===== config.mk =====
export PLATFORM = sky130hd
export DESIGN_NAME = fob_loader
export DESIGN_NICKNAME = d
export VERILOG_FILES = /design/src/core/fob_pkg.sv /design/src/core/fob_opt_decode.sv /design/src/core/fob_loader.sv
export SDC_FILE = /design/constraint.sdc
export NUM_CORES = 1
export LEC_CHECK = 0
export BUFFER_PORTS_ARGS = -buffer_cell sky130_fd_sc_hd__buf_4
export CAP_MARGIN = 40
export CORE_ASPECT_RATIO = 1.25
export CORE_MARGIN = 1.5
export CORE_UTILIZATION = 41
export CTS_CLUSTER_SIZE = 10
export DETAILED_ROUTE_END_ITERATION = 10
export HOLD_SLACK_MARGIN = 0.08
export PLACE_DENSITY = 0.88
export SLEW_MARGIN = 20
export SYNTH_ARGS = -nofsm -noshare
export SYNTH_HDL_FRONTEND = slang
export SYNTH_SLANG_ARGS = --single-unit
export TNS_END_PERCENT = 50

===== constraint.sdc =====
create_clock -name CLK -period 3.3 [get_ports CLK]
set_clock_uncertainty 0.15 [all_clocks]
set_input_delay 0.495 -clock CLK [delete_from_list [all_inputs] [get_ports CLK]]
set_output_delay 0.495 -clock CLK [all_outputs]
set_load 0.01 [all_outputs]

===== src/core/fob_pkg.sv =====
// Shared constants and types for the flash option byte loader
package fob_pkg;

  // Program-memory locations of the two option bytes
  localparam logic [15:0] FOB_OPT0_ADDR = 16'h0000;
  localparam logic [15:0] FOB_OPT1_ADDR = 16'h0001;

  // Page that holds the option bytes; erasing it wipes them
  localparam logic [7:0] FOB_OPT_PAGE = 8'h00;

  // Value of an erased flash byte
  localparam logic [7:0] FOB_ERASED_BYTE = 8'hFF;

  // Field positions in option byte zero
  localparam int FOB_B0_WDT_ACTION = 7;
  localparam int FOB_B0_WDT_FORCE = 6;
  localparam int FOB_B0_BO_FORCE = 3;
  localparam int FOB_B0_READ_LOCK = 2;
  localparam int FOB_B0_WRITE_LOCK = 0;

  // Field position in option byte one
  localparam int FOB_B1_XTAL_OFF = 4;

  // Reserved bits, forced to ones on every read
  localparam logic [7:0] FOB_OPT0_RSVD_MASK = 8'h32;
  localparam logic [7:0] FOB_OPT1_RSVD_MASK = 8'hEF;

  // Idle value of the read-back data port
  localparam logic [7:0] FOB_RD_IDLE = 8'h00;

  // Decoded settings handed to the consumers
  typedef struct packed {
    logic wdt_action;
    logic wdt_force_on;
    logic bo_force_on;
    logic read_lock;
    logic write_lock;
    logic xtal_off;
  } fob_cfg_s;

  // Settings of erased flash: every field at one
  localparam fob_cfg_s FOB_CFG_ERASED = '{1'b1, 1'b1, 1'b1, 1'b1, 1'b1, 1'b1};

  // One fetch request towards the flash array
  typedef struct packed {
    logic req;
    logic [15:0] addr;
  } fob_fetch_s;

  // Loader sequence states
  typedef enum logic [1:0] {
    FOB_LD_FETCH0,
    FOB_LD_FETCH1,
    FOB_LD_READY
  } fob_ld_e;

endpackage : fob_pkg


===== src/core/fob_opt_decode.sv =====
// Field decoder for the two raw option bytes
`timescale 1ns/1ns

module fob_opt_decode
  import fob_pkg::*;
(
  // Raw bytes as stored in flash
  input wire logic [7:0] raw0,
  input wire logic [7:0] raw1,
  // Decoded settings
  output fob_cfg_s cfg,
  // Read-back views with reserved bits forced high
  output logic [7:0] view0,
  output logic [7:0] view1
);

  ////////////////////////////////////////////////////////////////////////
  // Field extraction
  always_comb
  begin
    cfg.wdt_action = raw0[FOB_B0_WDT_ACTION];
    cfg.wdt_force_on = raw0[FOB_B0_WDT_FORCE];
    cfg.bo_force_on = raw0[FOB_B0_BO_FORCE];
    cfg.read_lock = raw0[FOB_B0_READ_LOCK];
    cfg.write_lock = raw0[FOB_B0_WRITE_LOCK];
    cfg.xtal_off = raw1[FOB_B1_XTAL_OFF];
  end

  ////////////////////////////////////////////////////////////////////////
  // Reserved bits always read as ones, whatever was programmed
  assign view0 = raw0 | FOB_OPT0_RSVD_MASK;
  assign view1 = raw1 | FOB_OPT1_RSVD_MASK;

endmodule : fob_opt_decode


===== src/core/fob_loader.sv =====
// Flash option byte loader: fetch at reset, decode, hold, apply
`timescale 1ns/1ns

// Notes on behaviour
// - Options live at program bytes 0000H, 0001H
// - Action bit low: timeout raises interrupt request
// - Action bit high: timeout forces system reset
// - Force bit low: watchdog runs, cannot stop
// - Force bit high: arm starts, reset/recovery stops
// - Byte zero bits 5:4 read as ones
// - Brown-out off in stop only with power bit
// - Brown-out forced on: always enabled, even stop
// - Read lock low: code blocked, debugger limited
// - Read lock high: code and debugger open
// - Write lock low: user program/erase refused
// - Write lock high: program and erase allowed
// - Erased ones are the default settings
// - Byte one bits 7:5 read as ones
// - Crystal bit enables oscillator, not clock select
// - Crystal bit low: oscillator on, long reset
// - Crystal bit high: oscillator off, short reset
// - Byte one bits 3:0 read as ones
// - Reset never alters the stored option bytes
// - Page zero erase wipes both option bytes

module fob_loader
  import fob_pkg::*;
(
  // Clock and reset
  input wire logic CLK,
  input wire logic SYS_RST,
  // Option fetch from the flash array
  output logic FLASH_RD_REQ,
  output logic [15:0] FLASH_RD_ADDR,
  input wire logic FLASH_RD_ACK,
  input wire logic [7:0] FLASH_RD_DATA,
  // Program and erase requests
  input wire logic PROG_REQ,
  input wire logic [15:0] PROG_ADDR,
  input wire logic [7:0] PROG_DATA,
  input wire logic PAGE_ERASE_REQ,
  input wire logic [7:0] PAGE_ERASE_NUM,
  input wire logic MASS_ERASE_REQ,
  input wire logic DBG_MASS_ERASE_REQ,
  output logic PROG_GRANT,
  output logic ERASE_GRANT,
  output logic REQ_REFUSED,
  // Option byte read-back
  input wire logic OPT_RD_EN,
  input wire logic [15:0] OPT_RD_ADDR,
  output logic OPT_RD_VALID,
  output logic [7:0] OPT_RD_DATA,
  // Watchdog
  input wire logic WDT_ARM,
  input wire logic WDT_TIMEOUT,
  input wire logic STOP_RECOVERY,
  output logic WDT_RUN,
  output logic WDT_IRQ,
  output logic WDT_SYS_RESET,
  // Brown-out
  input wire logic STOP_MODE,
  input wire logic PWR_BO_OFF,
  output logic BO_ENABLE,
  // Protection
  output logic CODE_ACCESS_OK,
  output logic DBG_FULL_CMDS,
  // Oscillator and status
  output logic XTAL_ENABLE,
  output logic RESET_LONG,
  output logic CFG_VALID
);

  ////////////////////////////////////////////////////////////////////////
  // Declarations
  fob_ld_e ld_q; // Loader state
  fob_fetch_s fetch; // Current fetch request
  logic [7:0] img0_q; // Mirror of stored byte zero
  logic [7:0] img1_q; // Mirror of stored byte one
  fob_cfg_s cfg_q; // Settings held until reset
  fob_cfg_s img_cfg; // Settings decoded from the mirror
  logic [7:0] view0; // Byte zero as software reads it
  logic [7:0] view1; // Byte one as software reads it
  logic ready; // Settings are valid
  logic prog_ok; // User program is allowed now
  logic erase_ok; // User erase is allowed now
  logic user_erase; // A user page or mass erase request
  logic wipe; // Options are being erased
  logic prog_hit0; // Granted program hits byte zero
  logic prog_hit1; // Granted program hits byte one
  logic wdt_run_q; // Watchdog running
  logic wdt_irq_q; // Interrupt pulse
  logic wdt_rst_q; // Reset pulse
  logic prog_grant_q; // Program grant pulse
  logic erase_grant_q; // Erase grant pulse
  logic refused_q; // Refusal pulse
  logic rd_valid_q; // Read answer pulse
  logic [7:0] rd_data_q; // Read answer data

  ////////////////////////////////////////////////////////////////////////
  // Decoder of the mirrored bytes
  fob_opt_decode u_decode (
    .raw0 (img0_q),
    .raw1 (img1_q),
    .cfg (img_cfg),
    .view0 (view0),
    .view1 (view1)
  );

  assign ready = (ld_q == FOB_LD_READY);

  ////////////////////////////////////////////////////////////////////////
  // Fetch request: one byte at a time, held until the array acknowledges
  always_comb
  begin
    fetch.req = (ld_q == FOB_LD_FETCH0) || (ld_q == FOB_LD_FETCH1);
    fetch.addr = (ld_q == FOB_LD_FETCH1) ? FOB_OPT1_ADDR : FOB_OPT0_ADDR;
  end

  assign FLASH_RD_REQ = fetch.req;
  assign FLASH_RD_ADDR = fetch.addr;

  ////////////////////////////////////////////////////////////////////////
  // Loader sequence, restarted by every reset
  always_ff @(posedge CLK)
  begin
    if (SYS_RST)
    begin
      ld_q <= FOB_LD_FETCH0;
    end
    else
    begin
      unique case (ld_q)
        FOB_LD_FETCH0:
        begin
          if (FLASH_RD_ACK)
          begin
            ld_q <= FOB_LD_FETCH1;
          end
        end
        FOB_LD_FETCH1:
        begin
          if (FLASH_RD_ACK)
          begin
            ld_q <= FOB_LD_READY;
          end
        end
        FOB_LD_READY: ld_q <= FOB_LD_READY; // Parked until the next reset
      endcase
    end
  end

  ////////////////////////////////////////////////////////////////////////
  // Program and erase gating by the held write lock
  assign user_erase = PAGE_ERASE_REQ | MASS_ERASE_REQ;
  assign prog_ok = ready & cfg_q.write_lock;
  assign erase_ok = ready & cfg_q.write_lock;
  assign prog_hit0 = PROG_REQ & prog_ok & (PROG_ADDR == FOB_OPT0_ADDR);
  assign prog_hit1 = PROG_REQ & prog_ok & (PROG_ADDR == FOB_OPT1_ADDR);
  // Debugger mass erase ignores the write lock
  assign wipe = (DBG_MASS_ERASE_REQ & ready)
    | (erase_ok & MASS_ERASE_REQ)
    | (erase_ok & PAGE_ERASE_REQ & (PAGE_ERASE_NUM == FOB_OPT_PAGE));

  // Grant and refusal pulses, one cycle after the request
  always_ff @(posedge CLK)
  begin
    if (SYS_RST)
    begin
      prog_grant_q <= 1'b0;
      erase_grant_q <= 1'b0;
      refused_q <= 1'b0;
    end
    else
    begin
      prog_grant_q <= PROG_REQ & prog_ok;
      erase_grant_q <= (user_erase & erase_ok) | (DBG_MASS_ERASE_REQ & ready);
      refused_q <= (PROG_REQ & ~prog_ok) | (user_erase & ~erase_ok)
        | (DBG_MASS_ERASE_REQ & ~ready);
    end
  end

  ////////////////////////////////////////////////////////////////////////
  // Mirror of the stored bytes; reset leaves it alone since the fetch
  // refreshes it, and programming can only clear bits, as in the array
  always_ff @(posedge CLK)
  begin
    if (!SYS_RST && ld_q == FOB_LD_FETCH0 && FLASH_RD_ACK)
    begin
      img0_q <= FLASH_RD_DATA;
    end
    else if (!SYS_RST && wipe)
    begin
      img0_q <= FOB_ERASED_BYTE;
    end
    else if (!SYS_RST && prog_hit0)
    begin
      img0_q <= img0_q & PROG_DATA;
    end
  end

  always_ff @(posedge CLK)
  begin
    if (!SYS_RST && ld_q == FOB_LD_FETCH1 && FLASH_RD_ACK)
    begin
      img1_q <= FLASH_RD_DATA;
    end
    else if (!SYS_RST && wipe)
    begin
      img1_q <= FOB_ERASED_BYTE;
    end
    else if (!SYS_RST && prog_hit1)
    begin
      img1_q <= img1_q & PROG_DATA;
    end
  end

  ////////////////////////////////////////////////////////////////////////
  // Held settings: erased defaults in reset, captured once at load end.
  // Later programming changes the mirror only, so consumers never see a
  // setting move under them before the next reset.
  always_ff @(posedge CLK)
  begin
    if (SYS_RST)
    begin
      cfg_q <= FOB_CFG_ERASED;
    end
    else if (ld_q == FOB_LD_FETCH1 && FLASH_RD_ACK)
    begin
      cfg_q <= '{img_cfg.wdt_action, img_cfg.wdt_force_on, img_cfg.bo_force_on,
                 img_cfg.read_lock, img_cfg.write_lock, FLASH_RD_DATA[FOB_B1_XTAL_OFF]};
    end
  end

  ////////////////////////////////////////////////////////////////////////
  // Read-back with reserved bits forced high; other addresses answer idle
  always_ff @(posedge CLK)
  begin
    if (SYS_RST)
    begin
      rd_valid_q <= 1'b0;
      rd_data_q <= FOB_RD_IDLE;
    end
    else
    begin
      rd_valid_q <= OPT_RD_EN;
      if (OPT_RD_EN && OPT_RD_ADDR == FOB_OPT0_ADDR)
      begin
        rd_data_q <= view0;
      end
      else if (OPT_RD_EN && OPT_RD_ADDR == FOB_OPT1_ADDR)
      begin
        rd_data_q <= view1;
      end
      else if (OPT_RD_EN)
      begin
        rd_data_q <= FOB_RD_IDLE;
      end
    end
  end

  ////////////////////////////////////////////////////////////////////////
  // Watchdog enable
  always_ff @(posedge CLK)
  begin
    if (SYS_RST)
    begin
      wdt_run_q <= 1'b0;
    end
    else if (ready && !cfg_q.wdt_force_on)
    begin
      wdt_run_q <= 1'b1;
    end
    else if (ready && STOP_RECOVERY)
    begin
      wdt_run_q <= 1'b0;
    end
    else if (ready && WDT_ARM)
    begin
      wdt_run_q <= 1'b1;
    end
  end

  // Timeout steering; the CPU decides on its own whether to take the IRQ
  always_ff @(posedge CLK)
  begin
    if (SYS_RST)
    begin
      wdt_irq_q <= 1'b0;
      wdt_rst_q <= 1'b0;
    end
    else
    begin
      wdt_irq_q <= WDT_TIMEOUT & wdt_run_q & ~cfg_q.wdt_action;
      wdt_rst_q <= WDT_TIMEOUT & wdt_run_q & cfg_q.wdt_action;
    end
  end

  ////////////////////////////////////////////////////////////////////////
  // Outputs
  assign PROG_GRANT = prog_grant_q;
  assign ERASE_GRANT = erase_grant_q;
  assign REQ_REFUSED = refused_q;
  assign OPT_RD_VALID = rd_valid_q;
  assign OPT_RD_DATA = rd_data_q;
  assign WDT_RUN = wdt_run_q;
  assign WDT_IRQ = wdt_irq_q;
  assign WDT_SYS_RESET = wdt_rst_q;
  // Brown-out stays on unless not forced, in stop, and the power bit agrees
  assign BO_ENABLE = cfg_q.bo_force_on | ~STOP_MODE | ~PWR_BO_OFF;
  // Protection is closed until the settings are known
  assign CODE_ACCESS_OK = ready & cfg_q.read_lock;
  assign DBG_FULL_CMDS = ready & cfg_q.read_lock;
  // Oscillator enable only; clock selection is left to software
  assign XTAL_ENABLE = ready & ~cfg_q.xtal_off;
  assign RESET_LONG = ready & ~cfg_q.xtal_off;
  assign CFG_VALID = ready;
endmodule : fob_loader


Word-level counts from Yosys, hierarchy flattened
Cells that the tools add are included.
- register bits after elaboration: 39
- input port bits: 69
- output and inout bits: 38
- word-level logic and storage cells: 97
- eq/ne operators: 6
- mux-type cells: 16
- bitwise logic cells: 33
- reductions and logical operators: 25
- operator list (kind ; number):
    $mux W8 ; 9
    $eq A16 B1 Y1 const B ; 2
    $logic_not A16 Y1 ; 2
    $and A1 B1 Y1 ; 17
    $and A8 B8 Y8 ; 2
    $logic_and A1 B1 Y1 ; 13
    $reduce_bool A3 Y1 ; 4
    $logic_not A8 Y1 ; 1
    $or A1 B1 Y1 ; 8
    $not A1 Y1 ; 6
    $pmux W2 S3 ; 1
    $mux W1 ; 4
    $mux W2 ; 2
    $ne A2 B2 Y1 const B ; 2
    $eq A2 B1 Y1 const B ; 1
    $eq A2 B2 Y1 const B ; 1
    $logic_not A1 Y1 ; 2
    $logic_not A2 Y1 ; 1
    $reduce_and A2 Y1 ; 1
    $logic_or A1 B1 Y1 ; 1

Longest topological paths before layout
- depth in word-level cells: 8
- depth in mapped cells: 6
- mapped depth without buffers: 6

By module
From an unflattened synthesis, not the netlist that was laid out.
- cell total of the unflattened synthesis: 226
- area, all modules: 2080.7 um2
- modules (own cells, without submodules) (module ; instances ; cells an instance ; area each (um2) ; sequential area each (um2)):
    fob_loader ; 1 ; 203 ; 1911.8 ; 940.9
    fob_opt_decode ; 1 ; 23 ; 168.9 ; 0.0

Least setup slack after synthesis
No wires, ideal clock.
- path type: input-to-reg
- start: input port PAGE_ERASE_NUM[2]
- end: register img0_q[0], enable pin
- setup time: 319 ps
- arrival: 1582 ps
- required time: 2831 ps
- slack: 1249 ps
- cell stages on the path: 4
- buffers on the path: 0
- cells stage by stage: or4b_1 > nor3_2 > a41oi_2 > nand3_1
- longest elaborated chain between the ends: 5
- RTL lines (element ; line ; RTL):
    start, declared ; fob_loader.sv:42 ; input wire logic [7:0] PAGE_ERASE_NUM,
    $logic_not A8 Y1 ; fob_loader.sv:162 ; | (erase_ok & PAGE_ERASE_REQ & (PAGE_ERASE_NUM == FOB_OPT_PAGE));
    $and A1 B1 Y1 ; fob_loader.sv:162 ;
    $or A1 B1 Y1 ; fob_loader.sv:162 ;
    $logic_and A1 B1 Y1 ; fob_loader.sv:191 ; else if (!SYS_RST && wipe)
    $reduce_bool A3 Y1 (no source line) ; -- ;
    end signal, assigned ; fob_loader.sv:197 ; img0_q <= img0_q & PROG_DATA;
    end, declared ; fob_loader.sv:77 ; logic [7:0] img0_q;
Every way passes these cells.
A chain may end at the register's enable or synchronous reset.

Worst setup path in the final report
- start: register ld_q[0]
- end: register img1_q[4], enable pin
- longest elaborated chain between the ends: 7
- elaborated cells between the ends (all ways): 16
- those cells by class: eq/ne (2); bitwise (9); reduce/logical (5)
- RTL lines (element ; line ; RTL):
    start, declared ; fob_loader.sv:75 ; fob_ld_e ld_q;
    start signal, assigned ; fob_loader.sv:128 ; ld_q <= FOB_LD_FETCH0;
    start signal, assigned ; fob_loader.sv:137 ; ld_q <= FOB_LD_FETCH1;
    start signal, assigned ; fob_loader.sv:144 ; ld_q <= FOB_LD_READY;
    $eq A2 B2 Y1 ; fob_loader.sv:109 ; assign ready = (ld_q == FOB_LD_READY);
    $and A1 B1 Y1 ; fob_loader.sv:155, fob_loader.sv:156 ;
    $and A1 B1 Y1 (on tied branches) ; fob_loader.sv:161, fob_loader.sv:162 ;
    $or A1 B1 Y1 / $and A1 B1 Y1 (equally long branches) ; fob_loader.sv:161, fob_loader.sv:162 ;
    $or A1 B1 Y1 ; fob_loader.sv:162 ;
    $logic_and A1 B1 Y1 ; fob_loader.sv:207 ; else if (!SYS_RST && wipe)
    $reduce_bool A3 Y1 (no source line) * ; -- ;
    end signal, assigned ; fob_loader.sv:213 ; img1_q <= img1_q & PROG_DATA;
    end, declared ; fob_loader.sv:78 ; logic [7:0] img1_q;
Mark *: on every way between the ends. The rest lies on a longest branch, timed or not.

==> summary.txt <==
Drt
  – DRT Pass-1 Iters: 4
  – Drt via density: 5.13
  – Number of routed nets with antenna violations: 0
  – Total via count after detailed routing: 1426
  – Routed wire length: 3400 µm
  – Iteration-0 DRC count of the detailed router: 40
  – Mean routed wirelength per cell: 12.2 µm
  – Number of DRC violations after detailed routing: 0

Clock tree
  – Cts repair resizes: 0
  – Clock slew at reported path FFs: 90 ps
  – Sink Count: 28
  – Longest Clk Path Bufs: 2
  – Number of H-tree levels: 1
  – Number of buffers inserted during clock tree synthesis: 3
  – Post-CTS Setup Bufs: 0
  – Clock insertion delay at the later pin of the skew report: 270 ps
  – CTS tree: done
  – Master cell of the clock root buffer: clkbuf_8
  – Hold buffer count at cts: 0

Critical path
  – Cells along the critical path: inv_1, ha_1, and2b_2, a41oi_2, or3b_1
  – Crit path capture type: flop
  – Slowest library cell on the worst path: or3b_1
  – Worst setup path class: reg -> reg
  – Critical register-to-register path endpoint: img1_q[4]
  – Depth of the worst register-to-register path: 5
  – Origin of the critical flop-to-flop path: ld_q[0]
  – Worst endpoint required time: 3180 ps
  – Startpoint type of the worst setup path: flop
  – Crit path arrival time: 2010 ps
  – Worst-case register-to-register setup slack: 1170 ps
  – CP max FO: 8
  – Peak per-stage delay on the critical path: 400 ps

Layout
  – Final layout net count: 314
  – Number of antenna cells inserted: 0
  – Fraction of layout cells with a size suffix above 1: 38.6%
  – Layout Area Growth over Synthesis: 43.9%

Logic synthesis
  – Area share of fa/ha/maj cells after synthesis: 2.59%
  – Proportion of register bits with asynchronous set or reset after synthesis: 0%
  – Synth area leaders: dfxtp_1, edfxtp_1, buf_4
  – Seq/Total Area, Yosys: 42.8%
  – Complex-gate fraction of the synthesized area: 15.3%
  – Simple-gate share of the synthesized area: 26.5%
  – Xor/xnor share of the synthesized area: 0%
  – Number of flip-flops and latches in the synthesized netlist: 28
  – Distinct cells, synth: 37
  – Largest area contributor in the netlist: dfxtp_1
  – Area share of the leading cell type in the synthesized netlist: 30.4%
  – Multiplexer fraction of the synthesized cell area: 0%
  – Main combinational cell family by area after synthesis: simple AND/OR/NAND/NOR gates
  – Post-synthesis cell count: 160
  – Synthesis Warnings: 0
  – Netlist Area Pre-Place: 1450 µm²
  – Number of enable-type register cells in the synthesized netlist: 6
  – Post-Synthesis Mean Instance Area: 9.06 µm²
  – Leading register cell type out of synthesis: dfxtp_1

Job
  – Max Cap Violations: 0

Global routing
  – Remaining Overflow, GRT: 0
  – Vias in the first global route: 1381
  – First-pass GRT wire length: 5420 µm
  – Total routing resource utilization after global routing: 17.1%
  – Number of antenna violations at the first check in global routing: 0
  – Largest net degree at the start of global routing: 32

Die
  – Placement Rows: 23
  – Die height: 69.5 µm
  – Initial core utilization: 44.2%
  – Io pins: 107
  – Die width: 56.2 µm
  – Standard cell core area: 3280 µm²
  – Die area: 3900 µm²

Hold path
  – Worst Hold Launch: cfg_q[4]
  – Endpoint with the worst hold slack: WDT_RUN
  – Worst hold stages: 1
  – Tightest Hold Check Type: reg -> reg

Power
  – Leakage dissipation: 0.000977 µW
  – Worst ir drop on vdd: 0.274 mV
  – Pwr per Cell Area: 491 nW/µm²
  – Power, Total: 1030 µW

Timing
  – Final Hold Viols: 0
  – Final period demand of the worst path: 2130 ps
  – Final worst setup slack: 1170 ps
  – Setup violation total in the final timing report: 0
  – Number of pins exceeding their max-slew limit in the final report: 0
  – Setup Total Neg Slack: 0 ps
  – Fin crit share: 64.5%
  – Setup repair after global routing missed its margin: false
  – Maximum clock frequency: 470 MHz

Placed design
  – Worst setup slack after placement: 983 ps
  – Final HPWL from detailed placement: 2740 µm
  – Last weighted congestion value of the routability-driven placer: 0.731
  – # port buffers: 87

Status
  – Result of the run: finished clean
[layout by cell type (no fill, tap or decap), types with 7 or more instances in the layout]
cell type,count
buf_4,87
conb_1,15
dfxtp_1,22
nand2_1,7
nand2b_1,8
nor2_1,16
nor4_1,7
[worst max-delay path: cells and delay by family (launching register included)]
| family | cells | cell delay, ps |
|---|---|---|
| AO/OA/AOI/OAI | 1 | 350 |
| buffers and inverters | 1 | 70 |
| flip-flops | 1 | 370 |
| adder cells (fa/ha/maj) | 1 | 300 |
| AND/OR/NAND/NOR | 2 | 650 |
[kinds of logic (layout without fill, tap and decap cells)]
logic type      after synthesis  count (layout)
buf+inv                      30              97
simple gates                 68              68
other cells                   1              15
flops                        28              28
fa+ha+maj                     3               3
compound gates               30              30
[sequential cells by signal, summed over array words and instances (netlist names), 2 cells and up]
register	count
OPT_RD_DATA	7
cfg_q	6
img0_q	5
ld_q	2
[stage by stage]
step	hold slack [ps]	instances	area [µm²]	utilization, %
2_1_floorplan	264	174	1500	-
3_5_place_dp	285	274	2040	62.2
4_1_cts	295	278	2090	63.6
6_report	293	278	2090	63.6
5_1_grt	321	278	2090	63.6
3_3_place_gp	277	274	2040	62.2
[power by group]
| part | internal (µW) | leakage [µW] | switching (µW) |
|---|---|---|---|
| clock | 83.4 | 0.0000231 | 102 |
| sequential | 422 | 0.000236 | 40.4 |
| combinational | 189 | 0.000719 | 188 |
| total | 695 | 0.000977 | 331 |
[worst max-delay path by stage]
stage,from,to
floorplan,PAGE_ERASE_NUM[2],img0_q[0]
detailed placement,PAGE_ERASE_NUM[2],img0_q[2]
finish,ld_q[0],img1_q[4]
CTS,ld_q[0],img1_q[4]
global placement,PAGE_ERASE_NUM[2],img0_q[2]
global route,ld_q[0],img0_q[3]
[cell usage after synthesis (5+ instances only)]
master and instances:
nand2b_1 8, o32ai_1 6, nand2_1 7, nor3_1 5, a211o_1 6, nor2_1 16
dfxtp_1 22, buf_4 18, a31oi_1 5, and3_1 6, a21oi_1 6, inv_1 6
nor4_1 7, edfxtp_1 6
[per-layer routing]
layer  global-route usage [%]  wire [µm]
met1                     16.5       1220
met3                     4.48        374
met4                     6.35         57
met2                     33.5       1750
met5                        0          0
[layout make-up]
cell class,instances,area [µm²]
fillers,302,1190
multi-input cells,116,699
repair buffers,87,653
flip-flops and latches,28,621
well taps,37,46.3
clock buffers,3,41.3
inverters,6,22.5
clock inverters,1,3.75
No activity file was read; power rests on OpenSTA's default activity.
